===== src/include/lccr_pkg.sv =====
// Purpose: Shared constants, types and helpers for the lane conditioning configuration registers.
// Assumes: Registers are eight bits wide and are reached over the two-wire management bus.
// Notes: Offsets are the register pointer values that the host sends after the device address.
package lccr_pkg;

  // ****************************************************************
  // Register map
  // ****************************************************************
  localparam int NUM_REGS = 5;
  localparam logic [7:0] OFS_EQ = 8'h24;
  localparam logic [7:0] OFS_SWING = 8'h25;
  localparam logic [7:0] OFS_DEEMPH = 8'h26;
  localparam logic [7:0] OFS_IDLE_THR = 8'h27;
  localparam logic [7:0] OFS_IDLE_RATE = 8'h2B;

  localparam logic [2:0] IDX_EQ = 3'h0;
  localparam logic [2:0] IDX_SWING = 3'h1;
  localparam logic [2:0] IDX_DEEMPH = 3'h2;
  localparam logic [2:0] IDX_IDLE_THR = 3'h3;
  localparam logic [2:0] IDX_IDLE_RATE = 3'h4;

  localparam logic [7:0] RST_EQ = 8'h20;
  localparam logic [7:0] RST_SWING = 8'h03;
  localparam logic [7:0] RST_DEEMPH = 8'h03;
  localparam logic [7:0] RST_IDLE_THR = 8'h00;
  localparam logic [7:0] RST_IDLE_RATE = 8'h00;
  localparam logic [NUM_REGS-1:0][7:0] RST_ALL = {RST_IDLE_RATE, RST_IDLE_THR, RST_DEEMPH, RST_SWING, RST_EQ};

  // ****************************************************************
  // Field positions
  // ****************************************************************
  localparam int EQ_EN_BIT = 5;
  localparam int STAGE_HI = 4;
  localparam int STAGE_LO = 3;
  localparam int BOOST_HI = 2;
  localparam int SWING_HI = 6;
  localparam int DEEMPH_KIND_BIT = 7;
  localparam int DEEMPH_LVL_HI = 6;
  localparam int THR_DEASSERT_LO = 2;
  localparam int IDLE_AUTO_BIT = 5;
  localparam int IDLE_SEL_BIT = 4;
  localparam int RATE_AUTO_BIT = 1;
  localparam int RATE_SEL_BIT = 0;

  // ****************************************************************
  // Types
  // ****************************************************************
  typedef enum logic [3:0] {
    ST_IDLE, ST_ADDR, ST_ADDR_ACK, ST_PTR, ST_PTR_ACK,
    ST_WDATA, ST_WDATA_ACK, ST_RDATA, ST_RDATA_ACK, ST_SKIP
  } lccr_state_t;

  typedef struct packed {
    logic eq_enable;
    logic [1:0] gain_stage;
    logic [2:0] boost_level;
    logic [4:0] eq_level;
    logic eq_level_valid;
    logic [8:0] eq_boost_tenth_db;
    logic eq_code_listed;
    logic [10:0] output_swing_mv;
    logic output_swing_valid;
    logic deemphasis_kind;
    logic [6:0] deemphasis_level;
    logic [7:0] deemphasis_tenth_db;
    logic deemphasis_listed;
    logic [7:0] idle_deassert_mv;
    logic [7:0] idle_assert_mv;
    logic out_a_idle_auto;
    logic out_a_muted;
    logic out_a_rate_auto;
    logic out_a_rate_high;
  } lccr_cond_t;

  // Maps a register pointer to {hit, index}.
  function automatic logic [3:0] lccr_map(input logic [7:0] ptr);
    unique case (ptr)
      OFS_EQ: lccr_map = {1'b1, IDX_EQ};
      OFS_SWING: lccr_map = {1'b1, IDX_SWING};
      OFS_DEEMPH: lccr_map = {1'b1, IDX_DEEMPH};
      OFS_IDLE_THR: lccr_map = {1'b1, IDX_IDLE_THR};
      OFS_IDLE_RATE: lccr_map = {1'b1, IDX_IDLE_RATE};
      default: lccr_map = 4'h0;
    endcase
  endfunction

endpackage


===== src/core/lccr_regs.sv =====
// Purpose: Storage for the five configuration bytes with a registered read port.
// Assumes: Write strobe, index and data come from logic on the same clock.
// Notes: All eight bits are stored, reserved ones included, so a read returns what was written.
`timescale 1ns/1ps
`default_nettype none
module lccr_regs
  import lccr_pkg::*;
#(
  parameter int DEPTH = NUM_REGS
) (
  input wire logic sys_clk_in,
  input wire logic rst_in,
  input wire logic wr_en_in,
  input wire logic [2:0] wr_idx_in,
  input wire logic [7:0] wr_data_in,
  input wire logic [2:0] rd_idx_in,
  output logic [7:0] rd_data_out,
  output logic [DEPTH-1:0][7:0] regs_out
);

  // ****************************************************************
  // Storage
  // ****************************************************************
  if (DEPTH != NUM_REGS) begin : g_depth_check
    $error("lccr_regs: DEPTH must equal the number of mapped registers");
  end

  logic [DEPTH-1:0][7:0] mem_r;
  logic [DEPTH-1:0][7:0] mem_nxt;
  logic [7:0] rd_r;
  logic [7:0] rd_nxt;

  always_comb begin
    mem_nxt = mem_r;
    rd_nxt = 8'h00;
    if (wr_en_in && (32'(wr_idx_in) < DEPTH)) begin
      mem_nxt[wr_idx_in] = wr_data_in;
    end
    if (32'(rd_idx_in) < DEPTH) begin
      rd_nxt = mem_r[rd_idx_in];
    end
  end

  always_ff @(posedge sys_clk_in or posedge rst_in) begin
    if (rst_in) begin
      mem_r <= RST_ALL;
      rd_r <= 8'h00;
    end else begin
      mem_r <= mem_nxt;
      rd_r <= rd_nxt;
    end
  end

  assign rd_data_out = rd_r;
  assign regs_out = mem_r;

endmodule
`default_nettype wire


===== src/core/lccr_top.sv =====
// Purpose: Two-wire management slave holding the lane conditioning settings and their decoded form.
// Assumes: Bus pins and detector levels are asynchronous and are sampled by sys_clk_in.
// Notes: The pointer does not advance; each data byte of a transfer goes to the same register.
`timescale 1ns/1ps
`default_nettype none
module lccr_top
  import lccr_pkg::*;
#(
  parameter logic [6:0] DEV_ADDR = 7'h58
) (
  input wire logic sys_clk_in,
  input wire logic rst_in,
  input wire logic smb_clk_in,
  input wire logic smb_data_in,
  output logic smb_data_out,
  output logic smb_data_oe_n_out,
  input wire logic lane0_output_a_idle_detect_in,
  input wire logic lane0_output_a_rate_detect_in,
  output lccr_cond_t cond_out
);

  if (DEV_ADDR < 7'h08 || DEV_ADDR > 7'h77) begin : g_addr_check
    $error("lccr_top: DEV_ADDR falls in a reserved address range");
  end

  // ****************************************************************
  // Pin synchronisers and edge finding
  // ****************************************************************
  // The third stage feeds only the edge finders, so stage one stays private.
  logic [3:0] sy1_r, sy1_nxt, sy2_r, sy2_nxt;
  logic scl_d_r, scl_d_nxt, sda_d_r, sda_d_nxt;

  always_comb begin
    sy1_nxt = {lane0_output_a_rate_detect_in, lane0_output_a_idle_detect_in, smb_data_in, smb_clk_in};
    sy2_nxt = sy1_r;
    scl_d_nxt = sy2_r[0];
    sda_d_nxt = sy2_r[1];
  end

  always_ff @(posedge sys_clk_in or posedge rst_in) begin
    if (rst_in) begin
      sy1_r <= 4'hF;
      sy2_r <= 4'hF;
      scl_d_r <= 1'b1;
      sda_d_r <= 1'b1;
    end else begin
      sy1_r <= sy1_nxt;
      sy2_r <= sy2_nxt;
      scl_d_r <= scl_d_nxt;
      sda_d_r <= sda_d_nxt;
    end
  end

  logic scl, sda, scl_rise, scl_fall, bus_start, bus_stop;
  assign scl = sy2_r[0];
  assign sda = sy2_r[1];
  assign scl_rise = scl & ~scl_d_r;
  assign scl_fall = ~scl & scl_d_r;
  assign bus_start = scl & scl_d_r & sda_d_r & ~sda;
  assign bus_stop = scl & scl_d_r & ~sda_d_r & sda;

  // ****************************************************************
  // Bus protocol engine
  // ****************************************************************
  lccr_state_t state_r, state_nxt;
  logic [2:0] cnt_r, cnt_nxt;
  logic done_r, done_nxt, rw_r, rw_nxt, mack_r, mack_nxt;
  logic oe_n_r, oe_n_nxt, wr_en_r, wr_en_nxt;
  logic [7:0] shift_r, shift_nxt, ptr_r, ptr_nxt, wr_data_r, wr_data_nxt;
  logic [2:0] wr_idx_r, wr_idx_nxt;
  logic [3:0] wr_map, rd_map;
  logic [7:0] rd_data, rd_byte;
  logic [NUM_REGS-1:0][7:0] regs_w;

  assign wr_map = lccr_map(ptr_r);
  assign rd_map = lccr_map(ptr_r);
  // Unmapped pointers read as zero and swallow writes, yet are still acknowledged.
  assign rd_byte = rd_map[3] ? rd_data : 8'h00;

  always_comb begin
    state_nxt = state_r;
    cnt_nxt = cnt_r;
    done_nxt = done_r;
    rw_nxt = rw_r;
    mack_nxt = mack_r;
    oe_n_nxt = oe_n_r;
    shift_nxt = shift_r;
    ptr_nxt = ptr_r;
    wr_en_nxt = 1'b0;
    wr_idx_nxt = wr_idx_r;
    wr_data_nxt = wr_data_r;
    if (bus_stop) begin
      state_nxt = ST_IDLE;
      oe_n_nxt = 1'b1;
    end else if (bus_start) begin
      state_nxt = ST_ADDR;
      cnt_nxt = 3'h0;
      done_nxt = 1'b0;
      oe_n_nxt = 1'b1;
    end else begin
      unique case (state_r)
        ST_IDLE, ST_SKIP: begin
          oe_n_nxt = 1'b1;
        end
        ST_ADDR, ST_PTR, ST_WDATA: begin
          if (scl_rise) begin
            shift_nxt = {shift_r[6:0], sda};
            cnt_nxt = cnt_r + 3'h1;
            done_nxt = (cnt_r == 3'h7);
          end else if (scl_fall && done_r) begin
            done_nxt = 1'b0;
            oe_n_nxt = 1'b0;
            if (state_r == ST_ADDR) begin
              if (shift_r[7:1] == DEV_ADDR) begin
                rw_nxt = shift_r[0];
                state_nxt = ST_ADDR_ACK;
              end else begin
                oe_n_nxt = 1'b1;
                state_nxt = ST_SKIP;
              end
            end else if (state_r == ST_PTR) begin
              ptr_nxt = shift_r;
              state_nxt = ST_PTR_ACK;
            end else begin
              wr_en_nxt = wr_map[3];
              wr_idx_nxt = wr_map[2:0];
              wr_data_nxt = shift_r;
              state_nxt = ST_WDATA_ACK;
            end
          end
        end
        ST_ADDR_ACK, ST_PTR_ACK, ST_WDATA_ACK: begin
          if (scl_fall) begin
            cnt_nxt = 3'h0;
            if (state_r == ST_ADDR_ACK && rw_r) begin
              shift_nxt = rd_byte;
              oe_n_nxt = rd_byte[7];
              state_nxt = ST_RDATA;
            end else begin
              oe_n_nxt = 1'b1;
              state_nxt = (state_r == ST_ADDR_ACK) ? ST_PTR : ST_WDATA;
            end
          end
        end
        ST_RDATA: begin
          if (scl_rise) begin
            cnt_nxt = cnt_r + 3'h1;
            done_nxt = (cnt_r == 3'h7);
          end else if (scl_fall) begin
            if (done_r) begin
              done_nxt = 1'b0;
              oe_n_nxt = 1'b1;
              state_nxt = ST_RDATA_ACK;
            end else begin
              oe_n_nxt = shift_r[3'h7 - cnt_r];
            end
          end
        end
        ST_RDATA_ACK: begin
          if (scl_rise) begin
            mack_nxt = ~sda;
          end else if (scl_fall) begin
            cnt_nxt = 3'h0;
            if (mack_r) begin
              shift_nxt = rd_byte;
              oe_n_nxt = rd_byte[7];
              state_nxt = ST_RDATA;
            end else begin
              oe_n_nxt = 1'b1;
              state_nxt = ST_SKIP;
            end
          end
        end
      endcase
    end
  end

  always_ff @(posedge sys_clk_in or posedge rst_in) begin
    if (rst_in) begin
      state_r <= ST_IDLE;
      cnt_r <= 3'h0;
      done_r <= 1'b0;
      rw_r <= 1'b0;
      mack_r <= 1'b0;
      oe_n_r <= 1'b1;
      shift_r <= 8'h00;
      ptr_r <= 8'h00;
      wr_en_r <= 1'b0;
      wr_idx_r <= 3'h0;
      wr_data_r <= 8'h00;
    end else begin
      state_r <= state_nxt;
      cnt_r <= cnt_nxt;
      done_r <= done_nxt;
      rw_r <= rw_nxt;
      mack_r <= mack_nxt;
      oe_n_r <= oe_n_nxt;
      shift_r <= shift_nxt;
      ptr_r <= ptr_nxt;
      wr_en_r <= wr_en_nxt;
      wr_idx_r <= wr_idx_nxt;
      wr_data_r <= wr_data_nxt;
    end
  end

  lccr_regs #(
    .DEPTH(NUM_REGS)
  ) u_regs (
    .sys_clk_in(sys_clk_in),
    .rst_in(rst_in),
    .wr_en_in(wr_en_r),
    .wr_idx_in(wr_idx_r),
    .wr_data_in(wr_data_r),
    .rd_idx_in(rd_map[2:0]),
    .rd_data_out(rd_data),
    .regs_out(regs_w)
  );

  // ****************************************************************
  // Setting decode
  // ****************************************************************
  function automatic logic [7:0] thr_mv(input logic [1:0] code, input logic deassert);
    unique case (code)
      2'b00: thr_mv = deassert ? 8'h6E : 8'h46;
      2'b01: thr_mv = deassert ? 8'h96 : 8'h6E;
      2'b10: thr_mv = deassert ? 8'hAA : 8'h82;
      2'b11: thr_mv = deassert ? 8'hBE : 8'h96;
    endcase
  endfunction

  lccr_cond_t cond_r, cond_nxt;
  logic sdata_r;
  logic [7:0] eq_b, sw_b, de_b, th_b, ir_b;

  always_comb begin
    eq_b = regs_w[IDX_EQ];
    sw_b = regs_w[IDX_SWING];
    de_b = regs_w[IDX_DEEMPH];
    th_b = regs_w[IDX_IDLE_THR];
    ir_b = regs_w[IDX_IDLE_RATE];
    cond_nxt = '0;
    // Bits 7:6 of the equalizer byte take no part in the decode.
    cond_nxt.eq_enable = eq_b[EQ_EN_BIT];
    cond_nxt.gain_stage = eq_b[STAGE_HI:STAGE_LO];
    cond_nxt.boost_level = eq_b[BOOST_HI:0];
    // Stage code zero is unused, so stages 1 to 3 give levels 0 to 23.
    cond_nxt.eq_level_valid = eq_b[EQ_EN_BIT] && (eq_b[STAGE_HI:STAGE_LO] != 2'b00);
    cond_nxt.eq_level = cond_nxt.eq_level_valid ? {eq_b[STAGE_HI:STAGE_LO] - 2'b01, eq_b[BOOST_HI:0]} : 5'h00;
    cond_nxt.eq_code_listed = 1'b1;
    unique case (eq_b[5:0])
      6'h20: cond_nxt.eq_boost_tenth_db = 9'h000;
      6'h2A: cond_nxt.eq_boost_tenth_db = 9'h032;
      6'h30: cond_nxt.eq_boost_tenth_db = 9'h05A;
      6'h32: cond_nxt.eq_boost_tenth_db = 9'h075;
      6'h39: cond_nxt.eq_boost_tenth_db = 9'h092;
      6'h35: cond_nxt.eq_boost_tenth_db = 9'h0B8;
      6'h37: cond_nxt.eq_boost_tenth_db = 9'h0C8;
      6'h3B: cond_nxt.eq_boost_tenth_db = 9'h0D4;
      6'h3D: cond_nxt.eq_boost_tenth_db = 9'h11C;
      default: cond_nxt.eq_code_listed = 1'b0;
    endcase
    // The reserved swing code 3F and unlisted codes leave the swing marked invalid.
    cond_nxt.output_swing_valid = 1'b1;
    unique case (sw_b[SWING_HI:0])
      7'h03: cond_nxt.output_swing_mv = 11'h258;
      7'h07: cond_nxt.output_swing_mv = 11'h320;
      7'h0F: cond_nxt.output_swing_mv = 11'h3E8;
      7'h1F: cond_nxt.output_swing_mv = 11'h4B0;
      default: cond_nxt.output_swing_valid = 1'b0;
    endcase
    cond_nxt.deemphasis_kind = de_b[DEEMPH_KIND_BIT];
    cond_nxt.deemphasis_level = de_b[DEEMPH_LVL_HI:0];
    cond_nxt.deemphasis_listed = 1'b1;
    unique case (de_b)
      8'h01: cond_nxt.deemphasis_tenth_db = 8'h00;
      8'h38: cond_nxt.deemphasis_tenth_db = 8'h23;
      8'h88: cond_nxt.deemphasis_tenth_db = 8'h3C;
      8'h90: cond_nxt.deemphasis_tenth_db = 8'h5A;
      8'hA0: cond_nxt.deemphasis_tenth_db = 8'h78;
      default: cond_nxt.deemphasis_listed = 1'b0;
    endcase
    cond_nxt.idle_deassert_mv = thr_mv(th_b[THR_DEASSERT_LO+1:THR_DEASSERT_LO], 1'b1);
    cond_nxt.idle_assert_mv = thr_mv(th_b[1:0], 1'b0);
    cond_nxt.out_a_idle_auto = ir_b[IDLE_AUTO_BIT];
    cond_nxt.out_a_muted = ir_b[IDLE_AUTO_BIT] ? sy2_r[2] : ir_b[IDLE_SEL_BIT];
    cond_nxt.out_a_rate_auto = ir_b[RATE_AUTO_BIT];
    cond_nxt.out_a_rate_high = ir_b[RATE_AUTO_BIT] ? sy2_r[3] : ir_b[RATE_SEL_BIT];
  end

  always_ff @(posedge sys_clk_in or posedge rst_in) begin
    if (rst_in) begin
      cond_r <= '0;
      sdata_r <= 1'b0;
    end else begin
      cond_r <= cond_nxt;
      sdata_r <= 1'b0;
    end
  end

  assign cond_out = cond_r;
  assign smb_data_out = sdata_r;
  assign smb_data_oe_n_out = oe_n_r;
endmodule
`default_nettype wire


===== config.mk =====
export PLATFORM = sky130hd
export DESIGN_NAME = lccr_top
export DESIGN_NICKNAME = d
export VERILOG_FILES = /design/src/include/lccr_pkg.sv /design/src/core/lccr_regs.sv /design/src/core/lccr_top.sv
export SDC_FILE = /design/constraint.sdc
export NUM_CORES = 1
export LEC_CHECK = 0
export BUFFER_PORTS_ARGS = -buffer_cell sky130_fd_sc_hd__buf_2
export CAP_MARGIN = 10
export CORE_UTILIZATION = 50
export DETAILED_ROUTE_END_ITERATION = 10
export PLACE_DENSITY = 0.77
export RECOVER_POWER = 50
export SETUP_SLACK_MARGIN = 0.15
export SLEW_MARGIN = 10
export SYNTH_ARGS = -nofsm -noshare
export SYNTH_HDL_FRONTEND = slang
export SYNTH_HIERARCHICAL = 1
export SYNTH_SLANG_ARGS = --single-unit

===== constraint.sdc =====
create_clock -name sys_clk_in -period 3.8 [get_ports sys_clk_in]
set_input_delay 0.19 -clock sys_clk_in [delete_from_list [all_inputs] [get_ports sys_clk_in]]
set_output_delay 0.19 -clock sys_clk_in [all_outputs]
set_load 0.1 [all_outputs]

==> summary.log <==
[synthesis] commonest register cell after synthesis sky130_fd_sc_hd__dfrtp_1
[cells_and_area] share of the core filled with cells in the final layout 59.2%
[timing] time the final worst path needs with I/O delays and setup 2.73 ns
[global_routing] number of antenna violations at the first check in global routing 0
[timing] unrepaired setup endpoints after global routing false
[drt] final routed wire length divided by cell count 17.0 um
[critical_path] critical path data required time 3.78 ns
[synthesis] Async SR Flop Fraction 100%
[clocking] TritonCTS clock tree built
[timing] period utilisation layout 71.8%
[clocking] number of sinks handled by clock tree synthesis 157
[placement] gpl congestion 0.865
[synthesis] cell area after synthesis 0.00677 mm2
[placement] post-detailed-placement half-perimeter wirelength 9.21 mm
[die] area of the core 0.0132 mm2
[critical_path] launching element type of the critical path input pin
[clocking] root buffer cell sky130_fd_sc_hd__clkbuf_16
[synthesis] cell types occupying the most area after synthesis sky130_fd_sc_hd__dfrtp_1 52%, sky130_fd_sc_hd__mux2_2 13%, sky130_fd_sc_hd__dfstp_2 6.2%
[die] number of core rows 42
[timing] number of slew-limit violations in the final report 89
[drt] overall routed net length 13.7 mm
[clocking] total clock buffers created by CTS 17
[timing] Final TNS setup 0 ns
[cells_and_area] most used cells in the layout excluding fill and tap cells 141 x sky130_fd_sc_hd__dfrtp_1, 77 x sky130_fd_sc_hd__mux2_2, 62 x sky130_fd_sc_hd__buf_2
[power] VDD IR-drop max 390 uV
[clocking] Clock Latency Late Sink 0.42 ns
[drt] vias 4,371
[clocking] clock-pin transition on the worst setup and hold timing paths 0.06 ns
[drt] iteration-0 DRC count of the detailed router 324
[synthesis] number of instances in the synthesized netlist 549
[worst_hold_path] type of the tightest min-delay check reg -> reg
[critical_path] crit path max fanout 48
[critical_path] Critical Path Sink Type asynchronous set/reset pin
[die] full die area 0.0140 mm2
[drt] post-detailed-route DRC marker count 0
[drt] post-route antenna net violation count 0
[cells_and_area] share of final-layout standard cells stronger than drive strength 1 31.2%
[placement] Port Buf Inserts 71
[die] Die Height 118 um
[die] Die Span X 118 um
[synthesis] number of flip-flops and latches in the synthesized netlist 157
[timing] worst hold slack 0.356 ns
[drt] vias per std cell 5.44
[timing] final worst clock skew 0.00820 ns
[power] power density cells 546 mW/mm2
[drt] top layer reached by signal wires met4
[global_routing] wire length of the first global-routing pass 22.9 mm
[cells_and_area] antenna diode count 0
[drt] DRT Pass-1 Iters 4
[synthesis] number of warnings issued by yosys 6
[synthesis] average cell area after synthesis 12.3 um2
[job] max-cap violations 2
[cells_and_area] nets@finish 627
[global_routing] Overflow after GRT 0
[synthesis] sequential fraction of the synthesis area 58.3%
[timing] max-slew headroom at the worst pin -70.1%
[timing] Final setup violation count 0
[global_routing] vias in the first global route 4,479
[clocking] Clock Path Buffers 2
[drt] sum of routed wire segments on met1 6.08 mm
[run_status] violated checks capacitance limit, slew limit
[synthesis] cell type contributing the most total cell area after synthesis sky130_fd_sc_hd__dfrtp_1
[cells_and_area] synthesis-to-layout area growth 15.7%
[global_routing] total global routing track utilization 21.2%
[global_routing] pin count of the biggest net entering global routing 49
[drt] Routed met3 length 347 um
[cells_and_area] number of filler cells placed in the layout 1,094
[critical_path] crit path kind in -> async
[clocking] cts repair resizes 0
[synthesis] area fraction of the dominant cell type after synthesis 52.1%
[drt] detailed route wirelength on metal2 7.01 mm
[synthesis] number of flops mapped to enable cells by yosys 0
[power] leak pwr 3.74 nW
[timing] number of endpoints with negative hold slack in the final report 0
[die] effective utilization at floorplan 51.2%
[cells_and_area] commonest non-fill, non-tap cell in the layout sky130_fd_sc_hd__dfrtp_1
[clocking] H-tree Lvls 4
[synthesis] Synth cell types 58
[critical_path] data arrival at the endpoint of the critical path 2.71 ns
[timing] Max Clock Freq 367 MHz
[timing] slew at the pin closest to its max-slew limit 2.55 ns
[run_status] result of the run finished with violations
[die] Boundary Pins 79
[worst max-delay path: stages]
cell	delay [ns]
sky130_fd_sc_hd__dlygate4sd3_1	0.53
sky130_fd_sc_hd__clkbuf_1	0.11
sky130_fd_sc_hd__clkinv_1	0.04
sky130_fd_sc_hd__clkbuf_1	1.79
[layout make-up]
| cell class | count | area [um2] | area share (%) |
|---|---|---|---|
| Inverter | 16 | 61.3 | 0.782 |
| Sequential cell | 157 | 3950 | 50.4 |
| Clock buffer | 19 | 443 | 5.65 |
| Clock inverter | 13 | 165 | 2.11 |
| Tap cell | 176 | 220 | 2.81 |
| Multi-Input combinational cell | 344 | 2590 | 33.1 |
| Timing Repair Buffer | 79 | 408 | 5.21 |
[flip-flops by register name, summed over array words and instances, names as in the netlist]
name                count
wr_idx_r                3
u_regs/regs_out        40
state_r                 4
u_regs/rd_data_out      8
cond_out               60
sda_d_r                 1
scl_d_r                 1
sy1_r                   4
rw_r                    1
smb_data_oe_n_out       1
cnt_r                   3
shift_r                 8
ptr_r                   8
sy2_r                   4
done_r                  1
wr_en_r                 1
wr_data_r               8
mack_r                  1
[power breakdown]
part / internal [mW] / switching (mW)
registers: 1.75 / 0.163
clock network: 1.05 / 0.668
logic: 0.259 / 0.387
[metrics by stage]
step / area (um2) / instances / worst slack, ns / total power [mW]
after floorplan: 6800 / 555 / 0.754 / 2.45
after global placement: 7200 / 767 / 1.23 / 2.56
after detailed placement: 7200 / 767 / 1.15 / 2.58
after CTS: 7860 / 804 / 1.14 / 4.31
after global routing: 7840 / 804 / 0.562 / 4.48
final: 7840 / 804 / 1.07 / 4.28
[path summary, 6_finish.rpt]
check | start | endpoint | slack (ns) | depth (start not counted)
setup / recovery | rst_in | u_regs/regs_out[22] | 1.07 | 4
hold / removal | sy1_r[2] | sy2_r[2] | 0.36 | 0
hold reg to reg | sy1_r[2] | sy2_r[2] | 0.36 | 0
max in group sys_clk_in | ptr_r[4] | u_regs/rd_data_out[4] | 1.10 | 6
setup reg to reg | ptr_r[4] | u_regs/rd_data_out[4] | 1.10 | 6
min in group asynchronous | rst_in | cond_out[1] | 0.73 | 3
[kinds of logic after synthesis]
logic type | share of synthesized area, %
AOI/OAI and AO/OA | 7.22
xor gates and xnor gates | 0.776
adders and majority gates | 1.26
buffers and inverters | 3.80
DFF | 58.3
muxes | 15.3
other | 0.111
and+or+nand+nor | 13.2
[repair_timing]
action                                  in CTS  in global routing
buffers inserted                             0                  0
hold buffers                                 5                  0
endpoints found under the hold margin       80                  0
endpoints found under the setup margin       0                  0
[cells in the mapped netlist (2+ instances only)]
| library cell | n |
|---|---|
| sky130_fd_sc_hd__a21boi_0 | 2 |
| sky130_fd_sc_hd__a21oi_1 | 22 |
| sky130_fd_sc_hd__a221o_1 | 6 |
| sky130_fd_sc_hd__a22o_1 | 7 |
| sky130_fd_sc_hd__a22oi_1 | 3 |
| sky130_fd_sc_hd__a31oi_1 | 3 |
| sky130_fd_sc_hd__and2_1 | 6 |
| sky130_fd_sc_hd__and3_1 | 2 |
| sky130_fd_sc_hd__buf_2 | 8 |
| sky130_fd_sc_hd__buf_4 | 12 |
| sky130_fd_sc_hd__clkbuf_1 | 17 |
| sky130_fd_sc_hd__conb_1 | 2 |
| sky130_fd_sc_hd__dfrtp_1 | 141 |
| sky130_fd_sc_hd__dfstp_2 | 16 |
| sky130_fd_sc_hd__ha_1 | 6 |
| sky130_fd_sc_hd__inv_1 | 16 |
| sky130_fd_sc_hd__mux2_2 | 77 |
| sky130_fd_sc_hd__mux2i_1 | 15 |
| sky130_fd_sc_hd__nand2_1 | 28 |
| sky130_fd_sc_hd__nand2b_1 | 11 |
| sky130_fd_sc_hd__nand3_1 | 9 |
| sky130_fd_sc_hd__nand3b_1 | 3 |
| sky130_fd_sc_hd__nand4_1 | 2 |
| sky130_fd_sc_hd__nand4b_1 | 2 |
| sky130_fd_sc_hd__nor2_1 | 39 |
| sky130_fd_sc_hd__nor2b_1 | 7 |
| sky130_fd_sc_hd__nor3_1 | 11 |
| sky130_fd_sc_hd__nor3_4 | 3 |
| sky130_fd_sc_hd__nor3b_1 | 3 |
| sky130_fd_sc_hd__nor3b_4 | 2 |
| sky130_fd_sc_hd__nor4_1 | 9 |
| sky130_fd_sc_hd__nor4b_1 | 2 |
| sky130_fd_sc_hd__o211ai_1 | 2 |
| sky130_fd_sc_hd__o21a_1 | 2 |
| sky130_fd_sc_hd__o21ai_0 | 13 |
| sky130_fd_sc_hd__o22ai_1 | 3 |
| sky130_fd_sc_hd__o31ai_1 | 2 |
| sky130_fd_sc_hd__or3_1 | 11 |
| sky130_fd_sc_hd__xnor2_1 | 4 |
| sky130_fd_sc_hd__xor2_1 | 2 |
[per-layer routing]
metal  GRT usage [%]  vias up
met5               0        -
met4            9.26        0
met3            3.91       19
met2            35.0       83
met1            27.5     2213
li1                -     2056
Power figures use the tool's default switching activity.
